$ cat config.mk
export PLATFORM = sky130hd
export DESIGN_NAME = spd_master
export DESIGN_NICKNAME = d
export VERILOG_FILES = /design/src/spd_pkg.sv /design/src/spd_master.sv
export SDC_FILE = /design/constraint.sdc
export NUM_CORES = 1
export LEC_CHECK = 0
export ABC_AREA = 0
export BUFFER_PORTS_ARGS = -buffer_cell sky130_fd_sc_hd__buf_2
export CAP_MARGIN = 10
export CELL_PAD_IN_SITES_DETAIL_PLACEMENT = 0
export CELL_PAD_IN_SITES_GLOBAL_PLACEMENT = 2
export CORE_UTILIZATION = 39
export CTS_CLUSTER_DIAMETER = 100
export CTS_CLUSTER_SIZE = 24
export DETAILED_ROUTE_END_ITERATION = 10
export GPL_ROUTABILITY_DRIVEN = 0
export HOLD_SLACK_MARGIN = 0.03
export PLACE_DENSITY_LB_ADDON = 0.1
export SYNTH_ARGS = -nofsm -noshare
export SYNTH_HDL_FRONTEND = slang
export SYNTH_SLANG_ARGS = --single-unit
$ cat constraint.sdc
create_clock -name pclk -period 3.5 [get_ports pclk]
set_clock_uncertainty 0.2 [all_clocks]
set_input_delay 0.525 -clock pclk [delete_from_list [all_inputs] [get_ports pclk]]
set_output_delay 0.525 -clock pclk [all_outputs]
set_load 0.01 [all_outputs]
$ cat src/spd_pkg.sv
// constants for the serial master control block
package spd_pkg;
   localparam int DW = 32;
   localparam int CNT_W = 16;
   localparam int RATE_W = 4;
   localparam int HALF_W = 4;
   // register byte offsets
   localparam logic [11:0] OFF_BEGIN = 12'h010;
   localparam logic [11:0] OFF_HALT = 12'h014;
   localparam logic [11:0] OFF_PAUSE = 12'h01C;
   localparam logic [11:0] OFF_CONT = 12'h020;
   localparam logic [11:0] OFF_HALTED = 12'h104;
   localparam logic [11:0] OFF_RXEND = 12'h110;
   localparam logic [11:0] OFF_BOTHEND = 12'h118;
   localparam logic [11:0] OFF_TXEND = 12'h120;
   localparam logic [11:0] OFF_BEGUN = 12'h14C;
   localparam logic [11:0] OFF_LINKS = 12'h200;
   localparam logic [11:0] OFF_IENSET = 12'h304;
   localparam logic [11:0] OFF_IENCLR = 12'h308;
   localparam logic [11:0] OFF_ENABLE = 12'h500;
   localparam logic [11:0] OFF_SCKPIN = 12'h508;
   localparam logic [11:0] OFF_DOPIN = 12'h50C;
   localparam logic [11:0] OFF_DIPIN = 12'h510;
   localparam logic [11:0] OFF_RATE = 12'h524;
   localparam logic [11:0] OFF_RXPTR = 12'h534;
   localparam logic [11:0] OFF_RXMAX = 12'h538;
   localparam logic [11:0] OFF_RXAMT = 12'h53C;
   localparam logic [11:0] OFF_RXLIST = 12'h540;
   localparam logic [11:0] OFF_TXPTR = 12'h544;
   localparam logic [11:0] OFF_TXMAX = 12'h548;
   localparam logic [11:0] OFF_TXAMT = 12'h54C;
   localparam logic [11:0] OFF_TXLIST = 12'h550;
   localparam logic [11:0] OFF_FORMAT = 12'h554;
   localparam logic [11:0] OFF_FILLER = 12'h5C0;
   // field positions and values
   localparam int ENABLE_W = 4;
   localparam logic [ENABLE_W-1:0] ENABLE_ON = 4'h7;
   localparam int FMT_LSB_FIRST = 0;
   localparam int FMT_CPHA = 1;
   localparam int FMT_CPOL = 2;
   localparam int FMT_W = 3;
   localparam int IEN_W = 5;
   localparam logic [DW-1:0] RST_ZERO = 32'h00000000;
   localparam logic [HALF_W-1:0] LAST_HALF = 4'hF;
   localparam logic [HALF_W-1:0] FIRST_HALF = 4'h0;
   // sequencer states, gray along idle-fetch-shift-store
   typedef enum logic [1:0] {
      ST_IDLE = 2'b00,
      ST_FETCH = 2'b01,
      ST_SHIFT = 2'b11,
      ST_STORE = 2'b10
   } spd_state_e;
endpackage

$ cat src/spd_master.sv
// serial master with buffer transfer, apb register file and byte sequencer
`timescale 1ns/1ps
// Contract
// (RL1) begin trigger starts transfer with buffers
// (RL2) halt trigger stops, then halted flag rises
// (RL3) pause trigger suspends transfer without ending
// (RL4) continue trigger resumes suspended transfer
// (RL5) halted flag resets 0, set on stop
// (RL6) rx end flag when rx limit reached
// (RL7) both end flag needs rx and tx end
// (RL8) tx end flag when tx limit sent
// (RL9) rx limit caps bytes written to memory
// (RL10) tx limit caps bytes fetched from memory
// (RL11) done counts report bytes per direction
// (RL12) filler byte sent after tx buffer exhausted
// (RL13) pin route registers for data out/in
// (RL14) rate register selects serial clock rate
// (RL15) stop forces missing rx/tx end flags
// (RL16) excess received bytes are discarded
// (RL17) pointers and limits latched at start
// (RL18) shortcut: both end restarts transfer
// (RL19) software clears flags by writing zero
// (RL20) suspended: clock idle, positions kept
module spd_master
   import spd_pkg::*;
(
   // clock, reset, enable
   input wire logic pclk,
   input wire logic presetn,
   input wire logic ce,
   // apb slave
   input wire logic psel,
   input wire logic penable,
   input wire logic pwrite,
   input wire logic [11:0] paddr,
   input wire logic [DW-1:0] pwdata,
   output logic [DW-1:0] prdata,
   output logic pready,
   output logic pslverr,
   // buffer memory port
   output logic mem_req,
   output logic mem_we,
   output logic [DW-1:0] mem_addr,
   output logic [7:0] mem_wdata,
   input wire logic [7:0] mem_rdata,
   input wire logic mem_ack,
   // serial pins
   output logic sck_out,
   output logic sck_oe,
   output logic mosi_out,
   output logic mosi_oe,
   input wire logic miso_in,
   // pin routing to the pad mux
   output logic [DW-1:0] sck_route,
   output logic [DW-1:0] mosi_route,
   output logic [DW-1:0] miso_route
);
   spd_state_e st_reg;
   logic [DW-1:0] prdata_reg;
   logic [ENABLE_W-1:0] enable_reg;
   logic [FMT_W-1:0] fmt_reg, fmt_w;
   logic [RATE_W-1:0] rate_reg, rate_w;
   logic [7:0] filler_reg;
   logic [DW-1:0] rx_ptr_reg, tx_ptr_reg, rx_ptr_w, tx_ptr_w;
   logic [CNT_W-1:0] rx_max_reg, tx_max_reg, rx_max_w, tx_max_w;
   logic [CNT_W-1:0] rx_cnt_reg, tx_cnt_reg;
   logic [DW-1:0] sck_pin_reg, mosi_pin_reg, miso_pin_reg;
   logic [1:0] rx_list_reg, tx_list_reg;
   logic short_reg;
   logic [IEN_W-1:0] ien_reg;
   logic ev_halted, ev_rxend, ev_bothend, ev_txend, ev_begun;
   logic rx_done_reg, tx_done_reg, end_sent_reg;
   logic halt_pend_reg, paused_reg;
   logic [RATE_W-1:0] div_cnt_reg;
   logic [HALF_W-1:0] half_reg;
   logic sck_reg;
   logic [7:0] tx_sh_reg, rx_sh_reg;
   logic miso_s1, miso_s2;
   logic wr_acc, rd_setup, hit;
   logic begin_wr, halt_wr, pause_wr, cont_wr;
   logic enabled, rx_more, tx_more, half_end, sample_now, shift_now;
   logic stop_now, start_go, set_rxend, set_txend, set_bothend;

   function automatic logic [7:0] spd_rev(input logic [7:0] b);
      logic [7:0] r;
      r = 8'h00;
      for (int i = 0; i < 8; i++) begin
         r[i] = b[7-i];
      end
      return r;
   endfunction

   // apb decode and task strobes
   assign pready = 1'b1;
   assign wr_acc = psel && penable && pwrite && ce;
   assign rd_setup = psel && !penable && ce;
   assign pslverr = psel && penable && !hit;
   assign prdata = prdata_reg;
   assign begin_wr = wr_acc && paddr == OFF_BEGIN && pwdata[0];
   assign halt_wr = wr_acc && paddr == OFF_HALT && pwdata[0];
   assign pause_wr = wr_acc && paddr == OFF_PAUSE && pwdata[0];
   assign cont_wr = wr_acc && paddr == OFF_CONT && pwdata[0];

   always_comb begin
      hit = 1'b1;
      if (paddr == OFF_BEGIN || paddr == OFF_HALT || paddr == OFF_PAUSE) begin
         hit = 1'b1;
      end else if (paddr == OFF_CONT || paddr == OFF_HALTED || paddr == OFF_RXEND) begin
         hit = 1'b1;
      end else if (paddr == OFF_BOTHEND || paddr == OFF_TXEND || paddr == OFF_BEGUN) begin
         hit = 1'b1;
      end else if (paddr == OFF_LINKS || paddr == OFF_IENSET || paddr == OFF_IENCLR) begin
         hit = 1'b1;
      end else if (paddr == OFF_ENABLE || paddr == OFF_SCKPIN || paddr == OFF_DOPIN) begin
         hit = 1'b1;
      end else if (paddr == OFF_DIPIN || paddr == OFF_RATE || paddr == OFF_RXPTR) begin
         hit = 1'b1;
      end else if (paddr == OFF_RXMAX || paddr == OFF_RXAMT || paddr == OFF_RXLIST) begin
         hit = 1'b1;
      end else if (paddr == OFF_TXPTR || paddr == OFF_TXMAX || paddr == OFF_TXAMT) begin
         hit = 1'b1;
      end else if (paddr == OFF_TXLIST || paddr == OFF_FORMAT || paddr == OFF_FILLER) begin
         hit = 1'b1;
      end else begin
         hit = 1'b0;
      end
   end

   // read data is captured in the setup cycle so it comes from a flop
   always_ff @(posedge pclk or negedge presetn) begin
      if (!presetn) begin
         prdata_reg <= RST_ZERO;
      end else if (rd_setup) begin
         prdata_reg <= RST_ZERO;
         if (paddr == OFF_HALTED) begin
            prdata_reg[0] <= ev_halted; // RL5
         end else if (paddr == OFF_RXEND) begin
            prdata_reg[0] <= ev_rxend;
         end else if (paddr == OFF_BOTHEND) begin
            prdata_reg[0] <= ev_bothend;
         end else if (paddr == OFF_TXEND) begin
            prdata_reg[0] <= ev_txend;
         end else if (paddr == OFF_BEGUN) begin
            prdata_reg[0] <= ev_begun;
         end else if (paddr == OFF_LINKS) begin
            prdata_reg[0] <= short_reg;
         end else if (paddr == OFF_IENSET || paddr == OFF_IENCLR) begin
            prdata_reg[IEN_W-1:0] <= ien_reg;
         end else if (paddr == OFF_ENABLE) begin
            prdata_reg[ENABLE_W-1:0] <= enable_reg;
         end else if (paddr == OFF_SCKPIN) begin
            prdata_reg <= sck_pin_reg;
         end else if (paddr == OFF_DOPIN) begin
            prdata_reg <= mosi_pin_reg;
         end else if (paddr == OFF_DIPIN) begin
            prdata_reg <= miso_pin_reg;
         end else if (paddr == OFF_RATE) begin
            prdata_reg[RATE_W-1:0] <= rate_reg;
         end else if (paddr == OFF_RXPTR) begin
            prdata_reg <= rx_ptr_reg;
         end else if (paddr == OFF_RXMAX) begin
            prdata_reg[CNT_W-1:0] <= rx_max_reg;
         end else if (paddr == OFF_RXAMT) begin
            prdata_reg[CNT_W-1:0] <= rx_cnt_reg; // RL11
         end else if (paddr == OFF_RXLIST) begin
            prdata_reg[1:0] <= rx_list_reg;
         end else if (paddr == OFF_TXPTR) begin
            prdata_reg <= tx_ptr_reg;
         end else if (paddr == OFF_TXMAX) begin
            prdata_reg[CNT_W-1:0] <= tx_max_reg;
         end else if (paddr == OFF_TXAMT) begin
            prdata_reg[CNT_W-1:0] <= tx_cnt_reg; // RL11
         end else if (paddr == OFF_TXLIST) begin
            prdata_reg[1:0] <= tx_list_reg;
         end else if (paddr == OFF_FORMAT) begin
            prdata_reg[FMT_W-1:0] <= fmt_reg;
         end else if (paddr == OFF_FILLER) begin
            prdata_reg[7:0] <= filler_reg;
         end
      end
   end

   // configuration registers
   always_ff @(posedge pclk or negedge presetn) begin
      if (!presetn) begin
         enable_reg <= '0;
         short_reg <= 1'b0;
         ien_reg <= '0;
         sck_pin_reg <= RST_ZERO;
         mosi_pin_reg <= RST_ZERO;
         miso_pin_reg <= RST_ZERO;
         rate_reg <= '0;
         rx_ptr_reg <= RST_ZERO;
         tx_ptr_reg <= RST_ZERO;
         rx_max_reg <= '0;
         tx_max_reg <= '0;
         rx_list_reg <= '0;
         tx_list_reg <= '0;
         fmt_reg <= '0;
         filler_reg <= '0;
      end else if (wr_acc) begin
         if (paddr == OFF_LINKS) begin
            short_reg <= pwdata[0];
         end else if (paddr == OFF_IENSET) begin
            ien_reg <= ien_reg | pwdata[IEN_W-1:0];
         end else if (paddr == OFF_IENCLR) begin
            ien_reg <= ien_reg & ~pwdata[IEN_W-1:0];
         end else if (paddr == OFF_ENABLE) begin
            enable_reg <= pwdata[ENABLE_W-1:0];
         end else if (paddr == OFF_SCKPIN) begin
            sck_pin_reg <= pwdata;
         end else if (paddr == OFF_DOPIN) begin
            mosi_pin_reg <= pwdata; // RL13
         end else if (paddr == OFF_DIPIN) begin
            miso_pin_reg <= pwdata; // RL13
         end else if (paddr == OFF_RATE) begin
            rate_reg <= pwdata[RATE_W-1:0]; // RL14
         end else if (paddr == OFF_RXPTR) begin
            rx_ptr_reg <= pwdata;
         end else if (paddr == OFF_RXMAX) begin
            rx_max_reg <= pwdata[CNT_W-1:0]; // RL9
         end else if (paddr == OFF_RXLIST) begin
            rx_list_reg <= pwdata[1:0];
         end else if (paddr == OFF_TXPTR) begin
            tx_ptr_reg <= pwdata;
         end else if (paddr == OFF_TXMAX) begin
            tx_max_reg <= pwdata[CNT_W-1:0]; // RL10
         end else if (paddr == OFF_TXLIST) begin
            tx_list_reg <= pwdata[1:0];
         end else if (paddr == OFF_FORMAT) begin
            fmt_reg <= pwdata[FMT_W-1:0];
         end else if (paddr == OFF_FILLER) begin
            filler_reg <= pwdata[7:0];
         end
      end
   end

   // sequencer conditions
   assign enabled = enable_reg == ENABLE_ON;
   assign rx_more = rx_cnt_reg < rx_max_w; // RL9
   assign tx_more = tx_cnt_reg < tx_max_w; // RL10
   assign half_end = div_cnt_reg == rate_w; // RL14
   assign sample_now = half_end && (fmt_w[FMT_CPHA] ? half_reg[0] : !half_reg[0]);
   assign shift_now = half_end && (fmt_w[FMT_CPHA] ? (!half_reg[0] && half_reg != FIRST_HALF)
                                                   : (half_reg[0] && half_reg != LAST_HALF));
   assign stop_now = halt_pend_reg && (st_reg == ST_IDLE || (st_reg == ST_FETCH && !mem_req));
   assign set_rxend = !rx_done_reg && ((st_reg != ST_IDLE && !rx_more) ||
                                       (stop_now && st_reg != ST_IDLE)); // RL6 RL15
   assign set_txend = !tx_done_reg && ((st_reg != ST_IDLE && !tx_more) ||
                                       (stop_now && st_reg != ST_IDLE)); // RL8 RL15
   assign set_bothend = rx_done_reg && tx_done_reg && !end_sent_reg; // RL7
   assign start_go = enabled && !halt_pend_reg && st_reg == ST_IDLE &&
                     (begin_wr || (short_reg && set_bothend)); // RL1 RL18

   // miso crosses in through two flops
   always_ff @(posedge pclk or negedge presetn) begin
      if (!presetn) begin
         miso_s1 <= 1'b0;
         miso_s2 <= 1'b0;
      end else if (ce) begin
         miso_s1 <= miso_in;
         miso_s2 <= miso_s1;
      end
   end

   // halt and pause requests
   always_ff @(posedge pclk or negedge presetn) begin
      if (!presetn) begin
         halt_pend_reg <= 1'b0;
         paused_reg <= 1'b0;
      end else if (ce) begin
         if (halt_wr) begin
            halt_pend_reg <= 1'b1; // RL2
         end else if (stop_now) begin
            halt_pend_reg <= 1'b0;
         end
         if (start_go || cont_wr) begin
            paused_reg <= 1'b0; // RL4
         end else if (pause_wr && st_reg != ST_IDLE) begin
            paused_reg <= 1'b1; // RL3
         end
      end
   end

   // byte sequencer, memory port and shifter
   always_ff @(posedge pclk or negedge presetn) begin
      if (!presetn) begin
         st_reg <= ST_IDLE;
         rx_ptr_w <= RST_ZERO;
         tx_ptr_w <= RST_ZERO;
         rx_max_w <= '0;
         tx_max_w <= '0;
         rate_w <= '0;
         fmt_w <= '0;
         rx_cnt_reg <= '0;
         tx_cnt_reg <= '0;
         mem_req <= 1'b0;
         mem_we <= 1'b0;
         mem_addr <= RST_ZERO;
         mem_wdata <= '0;
         div_cnt_reg <= '0;
         half_reg <= '0;
         sck_reg <= 1'b0;
         tx_sh_reg <= '0;
         rx_sh_reg <= '0;
      end else if (ce) begin
         case (st_reg)
            ST_IDLE: begin
               sck_reg <= fmt_reg[FMT_CPOL];
               if (start_go) begin
                  rx_ptr_w <= rx_ptr_reg; // RL17
                  tx_ptr_w <= tx_ptr_reg;
                  rx_max_w <= rx_max_reg;
                  tx_max_w <= tx_max_reg;
                  rate_w <= rate_reg;
                  fmt_w <= fmt_reg;
                  rx_cnt_reg <= '0;
                  tx_cnt_reg <= '0;
                  st_reg <= ST_FETCH; // RL1
               end
            end
            ST_FETCH: begin
               div_cnt_reg <= '0;
               half_reg <= '0;
               if (mem_req) begin
                  if (mem_ack) begin
                     mem_req <= 1'b0;
                     tx_sh_reg <= fmt_w[FMT_LSB_FIRST] ? spd_rev(mem_rdata) : mem_rdata;
                     st_reg <= ST_SHIFT;
                  end
               end else if (stop_now) begin
                  st_reg <= ST_IDLE; // RL2
               end else if (paused_reg) begin
                  st_reg <= ST_FETCH; // RL20
               end else if (!tx_more && !rx_more) begin
                  st_reg <= ST_IDLE;
               end else if (tx_more) begin
                  mem_req <= 1'b1;
                  mem_we <= 1'b0;
                  mem_addr <= tx_ptr_w + {{(DW-CNT_W){1'b0}}, tx_cnt_reg};
               end else begin
                  tx_sh_reg <= fmt_w[FMT_LSB_FIRST] ? spd_rev(filler_reg) : filler_reg; // RL12
                  st_reg <= ST_SHIFT;
               end
            end
            ST_SHIFT: begin
               if (half_end) begin
                  div_cnt_reg <= '0;
                  sck_reg <= !sck_reg;
                  half_reg <= half_reg + 1'b1;
                  if (sample_now) begin
                     rx_sh_reg <= {rx_sh_reg[6:0], miso_s2};
                  end
                  if (shift_now) begin
                     tx_sh_reg <= {tx_sh_reg[6:0], 1'b0};
                  end
                  if (half_reg == LAST_HALF) begin
                     st_reg <= ST_STORE;
                  end
               end else begin
                  div_cnt_reg <= div_cnt_reg + 1'b1;
               end
            end
            ST_STORE: begin
               if (mem_req) begin
                  if (mem_ack) begin
                     mem_req <= 1'b0;
                     rx_cnt_reg <= rx_cnt_reg + 1'b1;
                     tx_cnt_reg <= tx_cnt_reg + {{(CNT_W-1){1'b0}}, tx_more};
                     st_reg <= ST_FETCH;
                  end
               end else if (rx_more) begin
                  mem_req <= 1'b1;
                  mem_we <= 1'b1;
                  mem_addr <= rx_ptr_w + {{(DW-CNT_W){1'b0}}, rx_cnt_reg};
                  mem_wdata <= fmt_w[FMT_LSB_FIRST] ? spd_rev(rx_sh_reg) : rx_sh_reg;
               end else begin
                  tx_cnt_reg <= tx_cnt_reg + {{(CNT_W-1){1'b0}}, tx_more}; // RL16
                  st_reg <= ST_FETCH;
               end
            end
            default: st_reg <= ST_IDLE;
         endcase
      end
   end

   // per-transfer end tracking
   always_ff @(posedge pclk or negedge presetn) begin
      if (!presetn) begin
         rx_done_reg <= 1'b0;
         tx_done_reg <= 1'b0;
         end_sent_reg <= 1'b0;
      end else if (ce) begin
         if (start_go) begin
            rx_done_reg <= 1'b0;
            tx_done_reg <= 1'b0;
            end_sent_reg <= 1'b0;
         end else begin
            rx_done_reg <= rx_done_reg || set_rxend;
            tx_done_reg <= tx_done_reg || set_txend;
            end_sent_reg <= end_sent_reg || set_bothend;
         end
      end
   end

   // event flags: hardware set wins over a software write of zero
   always_ff @(posedge pclk or negedge presetn) begin
      if (!presetn) begin
         ev_halted <= 1'b0;
         ev_rxend <= 1'b0;
         ev_bothend <= 1'b0;
         ev_txend <= 1'b0;
         ev_begun <= 1'b0;
      end else if (ce) begin
         if (stop_now) begin
            ev_halted <= 1'b1; // RL5
         end else if (wr_acc && paddr == OFF_HALTED) begin
            ev_halted <= pwdata[0]; // RL19
         end
         if (set_rxend) begin
            ev_rxend <= 1'b1; // RL6
         end else if (wr_acc && paddr == OFF_RXEND) begin
            ev_rxend <= pwdata[0];
         end
         if (set_bothend) begin
            ev_bothend <= 1'b1; // RL7
         end else if (wr_acc && paddr == OFF_BOTHEND) begin
            ev_bothend <= pwdata[0];
         end
         if (set_txend) begin
            ev_txend <= 1'b1; // RL8
         end else if (wr_acc && paddr == OFF_TXEND) begin
            ev_txend <= pwdata[0];
         end
         if (start_go) begin
            ev_begun <= 1'b1; // RL17
         end else if (wr_acc && paddr == OFF_BEGUN) begin
            ev_begun <= pwdata[0];
         end
      end
   end

   // pins
   assign sck_out = sck_reg;
   assign mosi_out = tx_sh_reg[7];
   assign sck_oe = enabled;
   assign mosi_oe = enabled;
   assign sck_route = sck_pin_reg;
   assign mosi_route = mosi_pin_reg;
   assign miso_route = miso_pin_reg;
endmodule // spd_master

==> results of run 1 <==
## area by class of cell
type / instances / area, um2 / share of cell area [%]
sequential: 468 / 11710 / 41.25
inverter: 70 / 262.8 / 0.9254
timing repair buffer: 411 / 2743 / 9.660
tap: 782 / 978.4 / 3.446
clock buffer: 30 / 739.5 / 2.604
clock inverter: 18 / 210.2 / 0.7404
multi-input combinational: 1675 / 11740 / 41.36
antenna: 2 / 5.005 / 0.01763
## final timing paths
kind	from	endpoint	slack, ns	cells past startpoint
setup / recovery	tx_cnt_reg[2]	mem_addr[23]	0.14	11
hold / removal	pwdata[13]	sck_route[13]	0.06	2
setup reg to reg	tx_cnt_reg[2]	mem_addr[23]	0.14	11
hold reg to reg	mem_addr[9]	mem_addr[9]	0.27	2
max in group asynchronous	presetn	mem_wdata[3]	1.92	3
min in group asynchronous	presetn	tx_max_reg[11]	0.27	2
## cell families (layout without fill, tap and decap cells)
group,after synthesis,count (layout)
AND/OR/NAND/NOR,749,749
AO/OA/AOI/OAI,499,499
flip-flops,468,468
multiplexers,279,279
buffers and inverters,194,529
adder cells (fa/ha/maj),74,74
XOR/XNOR,73,73
other,1,3
## metal layers
metal  GRT usage, %  share of wire [%]  vias to the layer above
met4          6.047                2.3                        6
li1               -                  -                     9094
met1          38.41                 47                     9893
met2          40.33                 44                      596
met5              0              0.049                        -
met3          4.608                6.1                       98
## metrics by stage
| stage | area [um2] | setup WS [ns] | hold WS (ns) | setup TNS [ns] |
|---|---|---|---|---|
| finish | 28390 | 0.1384 | 0.06480 | 0 |
| global route | 28390 | 0.008344 | 0.05937 | 0 |
| CTS | 28320 | 0.01701 | 0.03912 | 0 |
| detailed placement | 27170 | -0.08070 | 0.2530 | -0.1824 |
| global placement | 27170 | -0.09094 | 0.2442 | -0.4449 |
| floorplan | 24150 | 0.3226 | 0.02941 | 0 |
## power groups by stage
stage	Sequential (mW)	Clock [mW]	Combinational (mW)
finish	5.42	3.76	0.364
global route	5.42	4.06	0.401
CTS	5.42	3.89	0.370
detailed placement	5.53	0	0.351
global placement	5.53	0	0.345
floorplan	5.53	0	0.0848
## repair_timing
action                                  in CTS  in global routing
resized for setup                            0                 16
hold endpoints to repair                   137                  0
endpoints found under the setup margin       4                 50
pin swaps                                    1                  2
hold buffers                                20                  0
## cell usage in the layout, fill, tap and decap left out, types with 14 or more instances in the layout
master,n
sky130_fd_sc_hd__o21ai_0,127
sky130_fd_sc_hd__o22ai_1,42
sky130_fd_sc_hd__dfrtp_1,468
sky130_fd_sc_hd__xor2_1,28
sky130_fd_sc_hd__inv_1,70
sky130_fd_sc_hd__o31ai_1,24
sky130_fd_sc_hd__a211oi_1,28
sky130_fd_sc_hd__nor2_1,96
sky130_fd_sc_hd__clkbuf_16,29
sky130_fd_sc_hd__a22o_1,17
sky130_fd_sc_hd__a21o_1,14
sky130_fd_sc_hd__buf_12,14
sky130_fd_sc_hd__xnor2_1,45
sky130_fd_sc_hd__nand3_1,40
sky130_fd_sc_hd__nor2b_1,14
sky130_fd_sc_hd__buf_4,141
sky130_fd_sc_hd__a31oi_1,20
sky130_fd_sc_hd__nand4_1,27
sky130_fd_sc_hd__ha_1,70
sky130_fd_sc_hd__and3_1,22
sky130_fd_sc_hd__buf_2,233
sky130_fd_sc_hd__mux2i_1,20
sky130_fd_sc_hd__a221o_1,30
sky130_fd_sc_hd__nor3_1,45
sky130_fd_sc_hd__a221oi_1,25
sky130_fd_sc_hd__nand2_1,392
sky130_fd_sc_hd__a21oi_1,84
sky130_fd_sc_hd__mux2_2,251
sky130_fd_sc_hd__dlygate4sd3_1,20
## worst max-delay path: stages, from the launching register on
cell and delay, ns:
sky130_fd_sc_hd__dfrtp_1 0.44, sky130_fd_sc_hd__ha_1 0.36, sky130_fd_sc_hd__o21a_1 0.23, sky130_fd_sc_hd__a2111oi_1 0.54, sky130_fd_sc_hd__buf_4 0.23, sky130_fd_sc_hd__nor4_2 0.06
sky130_fd_sc_hd__o211ai_1 0.27, sky130_fd_sc_hd__buf_4 0.20, sky130_fd_sc_hd__a21oi_1 0.14, sky130_fd_sc_hd__a31o_2 0.29, sky130_fd_sc_hd__a211oi_1 0.18, sky130_fd_sc_hd__a221oi_1 0.07
==> summary.md, run 1 <==
| Metric | Value |
|---|---|
| Post-synthesis share of cell area spent on xor and xnor gates | `2.647%` |
| Area fraction in compound gates after synthesis | `between 10% and 20%` |
| Highest clock frequency the design can meet | `297.5 MHz` |
| IO Count | `around 240` |
| Flip-flop cell with the highest count after synthesis | `sky130_fd_sc_hd__dfrtp_1` |
| Number of buffers added for setup after CTS | `0` |
| Number of synthesized register bits | `about 470` |
| Post-CTS clock slew at the launch and capture registers of the worst setup and hold paths | `roughly 0.09 ns` |
| Clock Sink Count | `between 400 and 500` |
| Core Area | `roughly 60,000 um2` |
| Share of the core filled with cells | `46.69%` |
| Data required time at the worst endpoint | `roughly 3.8 ns` |
| Layout cells sized above 1 | `between 20% and 30%` |
| First-pass GRT wire length | `125,200 um` |
| Simple-Gate Fraction of Synth Area | `14.48%` |
| Largest net degree at the start of global routing | `between 80 and 90` |
| CTS tree | `built` |
| Area enclosed by the die boundary | `62,920 um2` |
| Most frequent cell after synthesis | `sky130_fd_sc_hd__dfrtp_1` |
| Run status | `finished clean` |
| Count of distinct cell types in the synthesized netlist | `between 80 and 90` |
| Starting density of the core | `39.72%` |
| Sequential element share of the synthesized area | `48.49%` |
| Largest family of logic cells by synthesized area | `simple AND/OR/NAND/NOR gates` |
| Area leader, netlist | `sky130_fd_sc_hd__dfrtp_1` |
| Worst-Skew Late Latency | `0.64 ns` |
| X dimension of the die | `between 200 and 300 um` |
| Detailed Route WL | `83,160 um` |
| Most area-consuming cells after synthesis | `sky130_fd_sc_hd__dfrtp_1, sky130_fd_sc_hd__mux2_2, sky130_fd_sc_hd__nand2_1, sky130_fd_sc_hd__ha_1, sky130_fd_sc_hd__o21ai_0` |
| Overall power after layout | `roughly 9.5 mW` |
| Global route total overflow | `0` |
| Number of setup violations in the final report | `0` |
| Routed vias | `around 20,000` |
| Ranking of synthesized cells by instance count | `sky130_fd_sc_hd__dfrtp_1, sky130_fd_sc_hd__nand2_1, sky130_fd_sc_hd__mux2_2` |
| Final hold violations | `0` |
| Filler cell count | `~6,000` |
| Area Growth Syn to Fin | `17.56%` |
| Via density | `between 5 and 6` |
| Class of the most critical setup path | `reg -> reg` |
| Proportion of netlist area held by the largest area contributor | `approximately half` |
| Switch share | `between 20% and 30%` |
| Worst setup EP type | `flip-flop` |
| Count of unresolved DRC violations after routing | `0` |
| Switch Pwr | `2.390 mW` |
| Total standard cell area after synthesis | `24,150 um2` |
| Library cell used as clock root buffer | `sky130_fd_sc_hd__clkbuf_16` |
| Detail Placement HPWL | `~64,000 um` |
| Synth Net Count | `2,471` |
| Worst hold-check path type | `in -> reg` |
| Count of nets left with antenna violations after detail routing | `0` |
| Max-slew violation total from the final report | `0` |
| Measured slew at the worst slew-check pin | `approximately 0.85 ns` |
| Combinational cell fraction of total power | `around 3.8%` |
| Initial antenna violation count | `6` |
| Via count of the first global-routing pass | `19,470` |
| Number of standard cells in the layout, taps in and fillers out | `between 3,000 and 4,000` |
| Number of cells in the design after placement | `roughly 3,400` |
| CP max FO | `6` |
| Period utilisation layout | `between 90 and 100%` |
| EDFF count, synth | `0` |
| Leakage | `around 14 nW` |
| Synth warnings | `0` |
| Count of nets after finishing | `between 2,000 and 3,000` |
| DR WL/cell | `~24 um` |
| CTS max path bufs | `3` |
| Arr. time, crit path | `3.64 ns` |
| Slew headroom | `a little over two fifths` |
| Synthesized instance count | `between 2,000 and 2,500` |
| Total global-route track usage | `a little over a quarter` |
| Number of standard-cell rows in the floorplan | `90` |
| IO buf count | `roughly 230` |
| H-tree lvl count | `1` |
| Overall die height | `250.8 um` |
| Part of the total power dissipated in sequential elements | `a little under three fifths` |
| Pre-Repair DR Iteration Count | `8` |
| Ys async rst share | `100.0%` |
| Maximum Capacitance Violations | `0` |
| Mux share of post-synthesis cell area | `13.28%` |
| Period minus WS final | `3.362 ns` |
| Kind of launch point of the worst setup path | `flip-flop` |
| Number of clock buffers inserted by TritonCTS | `29` |
| Post-synthesis adder-cell area fraction | `3.896%` |
| Internal | `approximately 7 mW` |
| RSZ-0062 raised after global routing | `no` |
| Post-synthesis area per instance | `just over 10 um2` |
| Power Dens Cells | `336.1 nW/um2` |
| Peak supply drop | `around 0.37 mV` |
| Clock network fraction of total power | `between 30 and 40%` |
| Iter 0 DRT Violations | `between 1,500 and 2,000` |
Power figures use the tool's default switching activity.
==> run 2, diff against run 1 <==
CORE_UTILIZATION = 42   (was 39)
clock period = 3.9 ns   (was 3.5 ns; I/O delays follow)
==> summary.md, run 2 (same netlist as run 1, synthesis figures left out) <==
| Metric | Value |
|---|---|
| Worst reg2reg path startpoint | `tx_max_w[9]` |
| Clock Sink Count | `468 (unchanged)` |
| Worst hold-check path type | `in -> reg` |
| Period minus WS final | `between 3 and 4 ns` |
| Starting density of the core | `42.67% (+2.9 points)` |
| Number of clock buffers inserted by TritonCTS | `24 (-17%)` |
| Count of nets left with antenna violations after detail routing | `0 (unchanged)` |
| Routed vias | `19,570 (-0.59%)` |
| Kind of launch point of the worst setup path | `primary input` |
| Count of unresolved DRC violations after routing | `0 (unchanged)` |
| Placed Area | `26,830 um2 (-1.3%)` |
| Number of standard-cell rows in the floorplan | `87 (-3.3%)` |
| Initial antenna violation count | `2 (-4)` |
| H-tree lvl count | `1 (unchanged)` |
| DR WL/cell | `24.09 um (+0.11%)` |
| Iter 0 DRT Violations | `1,556 (-2.0%)` |
| Pre-Repair DR Iteration Count | `6 (-2)` |
| Maximum Capacitance Violations | `0 (unchanged)` |
| Post-CTS clock slew at the launch and capture registers of the worst setup and hold paths | `0.10 ns (about the same)` |
| Library cell used as clock root buffer | `sky130_fd_sc_hd__clkbuf_16` |
| Run status | `finished clean` |
| Setup total negative slack | `0 ns (unchanged)` |
| Worst-Skew Late Latency | `0.60 ns (-0.04 ns)` |
| Filler cell count | `5,438 (-6.9%)` |
| Share of the core filled with cells | `48.78% (+2.1 points)` |
| Number of setup violations in the final report | `0 (unchanged)` |
| IO Count | `236 (unchanged)` |
| Core Area | `56,600 um2 (-6.9%)` |
| Total global-route track usage | `27.34% (+1.1 points)` |
| Largest net degree at the start of global routing | `85 (+1.2%)` |
| Highest clock frequency the design can meet | `about 270 MHz` |
| Measured slew at the worst slew-check pin | `0.9342 ns (+0.08423 ns)` |
| Worst setup EP type | `output port` |
| Via density | `5.828 (+2.3%)` |
| Period utilisation layout | `95.36%` |
| Area enclosed by the die boundary | `58,460 um2 (-7.1%)` |
| Via count of the first global-routing pass | `19,170 (-1.5%)` |
| Endpoint of the worst register-to-register path | `mem_addr[10]` |
| CP max FO | `14 (+8)` |
| X dimension of the die | `241.8 um (-3.6%)` |
| Final design area excluding fillers | `27,610 um2 (-2.7%)` |
| End point of the most critical hold path | `rx_ptr_reg[31]` |
| Reg2Reg Setup Slack | `0.21 ns (+0.07 ns)` |
| Layout cells sized above 1 | `26.19% (-1.7 points)` |
| Area Growth Syn to Fin | `14.34%` |
| Detail Placement HPWL | `61,440 um (-3.3%)` |
| Reg2reg path depth | `10 (-1)` |
| CTS max path bufs | `3 (unchanged)` |
| Power Dens Cells | `297.1 nW/um2 (-12%)` |
| CTS tree | `built` |
| Worst hold stages | `2 (unchanged)` |
| Leakage | `13.88 nW (-2.5%)` |
| Final hold violations | `0 (unchanged)` |
| GR Layer Usage met3 | `4.173% (-0.43 points)` |
| Data required time at the worst endpoint | `3.12 ns (-0.66 ns)` |
| RSZ-0062 raised after global routing | `no` |
| Overall die height | `241.8 um (-3.6%)` |
| Global Route met2 Usage | `41.10% (+0.77 points)` |
| Class of the most critical setup path | `in -> out` |
| Count of nets after finishing | `2,726 (-2.3%)` |
| Grt peak-use layer | `met1` |
| Detailed Route WL | `80,890 um (-2.7%)` |
| Most used cells in the layout excluding fill and tap cells | `sky130_fd_sc_hd__dfrtp_1, sky130_fd_sc_hd__nand2_1, sky130_fd_sc_hd__mux2_2` |
| Worst hold path startpoint | `pwdata[31]` |
| First-pass GRT wire length | `122,800 um (-1.9%)` |
| Most common library cell in the layout ignoring fill and taps | `sky130_fd_sc_hd__dfrtp_1` |
| Max-slew violation total from the final report | `0 (unchanged)` |
| Arr. time, crit path | `2.93 ns (-0.71 ns)` |
| Global Route met1 Usage | `41.49% (+3.1 points)` |
| IO buf count | `234 (unchanged)` |
| Slew headroom | `37.15% (-5.4 points)` |
| Number of buffers added for setup after CTS | `0 (unchanged)` |
| Peak supply drop | `0.2969 mV (-20%)` |
| Global route total overflow | `0 (unchanged)` |
==> run 2: cell count changes in the layout (fill, tap and decap cells not counted), sizes merged <==
cell         delta
clkinv          -1
dlygate4sd3    -18
clkinvlp        -3
inv             -8
buf            -40
bufinv          +3
clkbuf          -5
==> run 2: metal layers <==
metal  vias to the layer above  routed length [um]
li1                       8940                   -
met1                      9906               39060
met2                       633               35100
met3                        91                5157
met4                         0                1584
met5                         -                   0
==> run 2: how the worst max path moves through the flow <==
| stage | from | endpoint | slack (ns) | cells after the start |
|---|---|---|---|---|
| after floorplan | paddr[7] | pslverr | 0.60 | 9 |
| after global placement | tx_cnt_reg[1] | mem_addr[23] | 0.12 | 11 |
| after detailed placement | tx_cnt_reg[1] | mem_addr[23] | 0.13 | 11 |
| after CTS | tx_cnt_reg[1] | mem_addr[23] | 0.08 | 11 |
| after global routing | tx_max_w[9] | mem_addr[10] | 0.06 | 10 |
| final | paddr[4] | pslverr | 0.18 | 11 |
==> run 2: per-stage QoR <==
stage	instances	setup WS, ns	hold slack, ns	power [mW]
final	3358	0.1808	0.09668	8.203
after CTS	3356	0.07832	0.07371	8.281
after global placement	3320	0.1214	0.2497	5.274
after global routing	3358	0.06425	0.09297	8.487
after floorplan	2337	0.6026	0.08941	5.040
after detailed placement	3320	0.1252	0.2531	5.281
==> run 2: cell type report <==
cell class / instances / area [um2] / share of cell area [%]
Inverter: 70 / 262.8 / 0.9516
Multi-Input combinational cell: 1675 / 11690 / 42.34
Antenna cell: 2 / 5.005 / 0.01812
Timing Repair Buffer: 353 / 2242 / 8.120
Tap cell: 756 / 945.9 / 3.426
Clock buffer: 25 / 614.3 / 2.225
Clock inverter: 9 / 138.9 / 0.5030
Sequential cell: 468 / 11710 / 42.41
==> run 2: worst max-delay path, stage by stage <==
cell,delay (ns)
sky130_fd_sc_hd__buf_2,0.27
sky130_fd_sc_hd__inv_1,0.09
sky130_fd_sc_hd__nand3_1,0.09
sky130_fd_sc_hd__a211oi_1,0.07
sky130_fd_sc_hd__a31oi_1,0.15
sky130_fd_sc_hd__nor4_1,0.09
sky130_fd_sc_hd__nor4_1,0.82
sky130_fd_sc_hd__nand4_1,0.17
sky130_fd_sc_hd__nor4_1,0.27
sky130_fd_sc_hd__buf_4,0.19
sky130_fd_sc_hd__buf_2,0.13
==> run 2: repair_timing <==
item                                    in CTS  in global routing
resized for setup                            0                  2
hold buffers                                 2                  0
hold endpoints to repair                    74                  0
endpoints found under the setup margin       0                  8
==> run 2: power breakdown <==
group	internal, mW	switching (mW)
Combinational	0.0857	0.233
Clock	1.35	1.67
Sequential	4.86	0.00643
Total	6.30	1.91
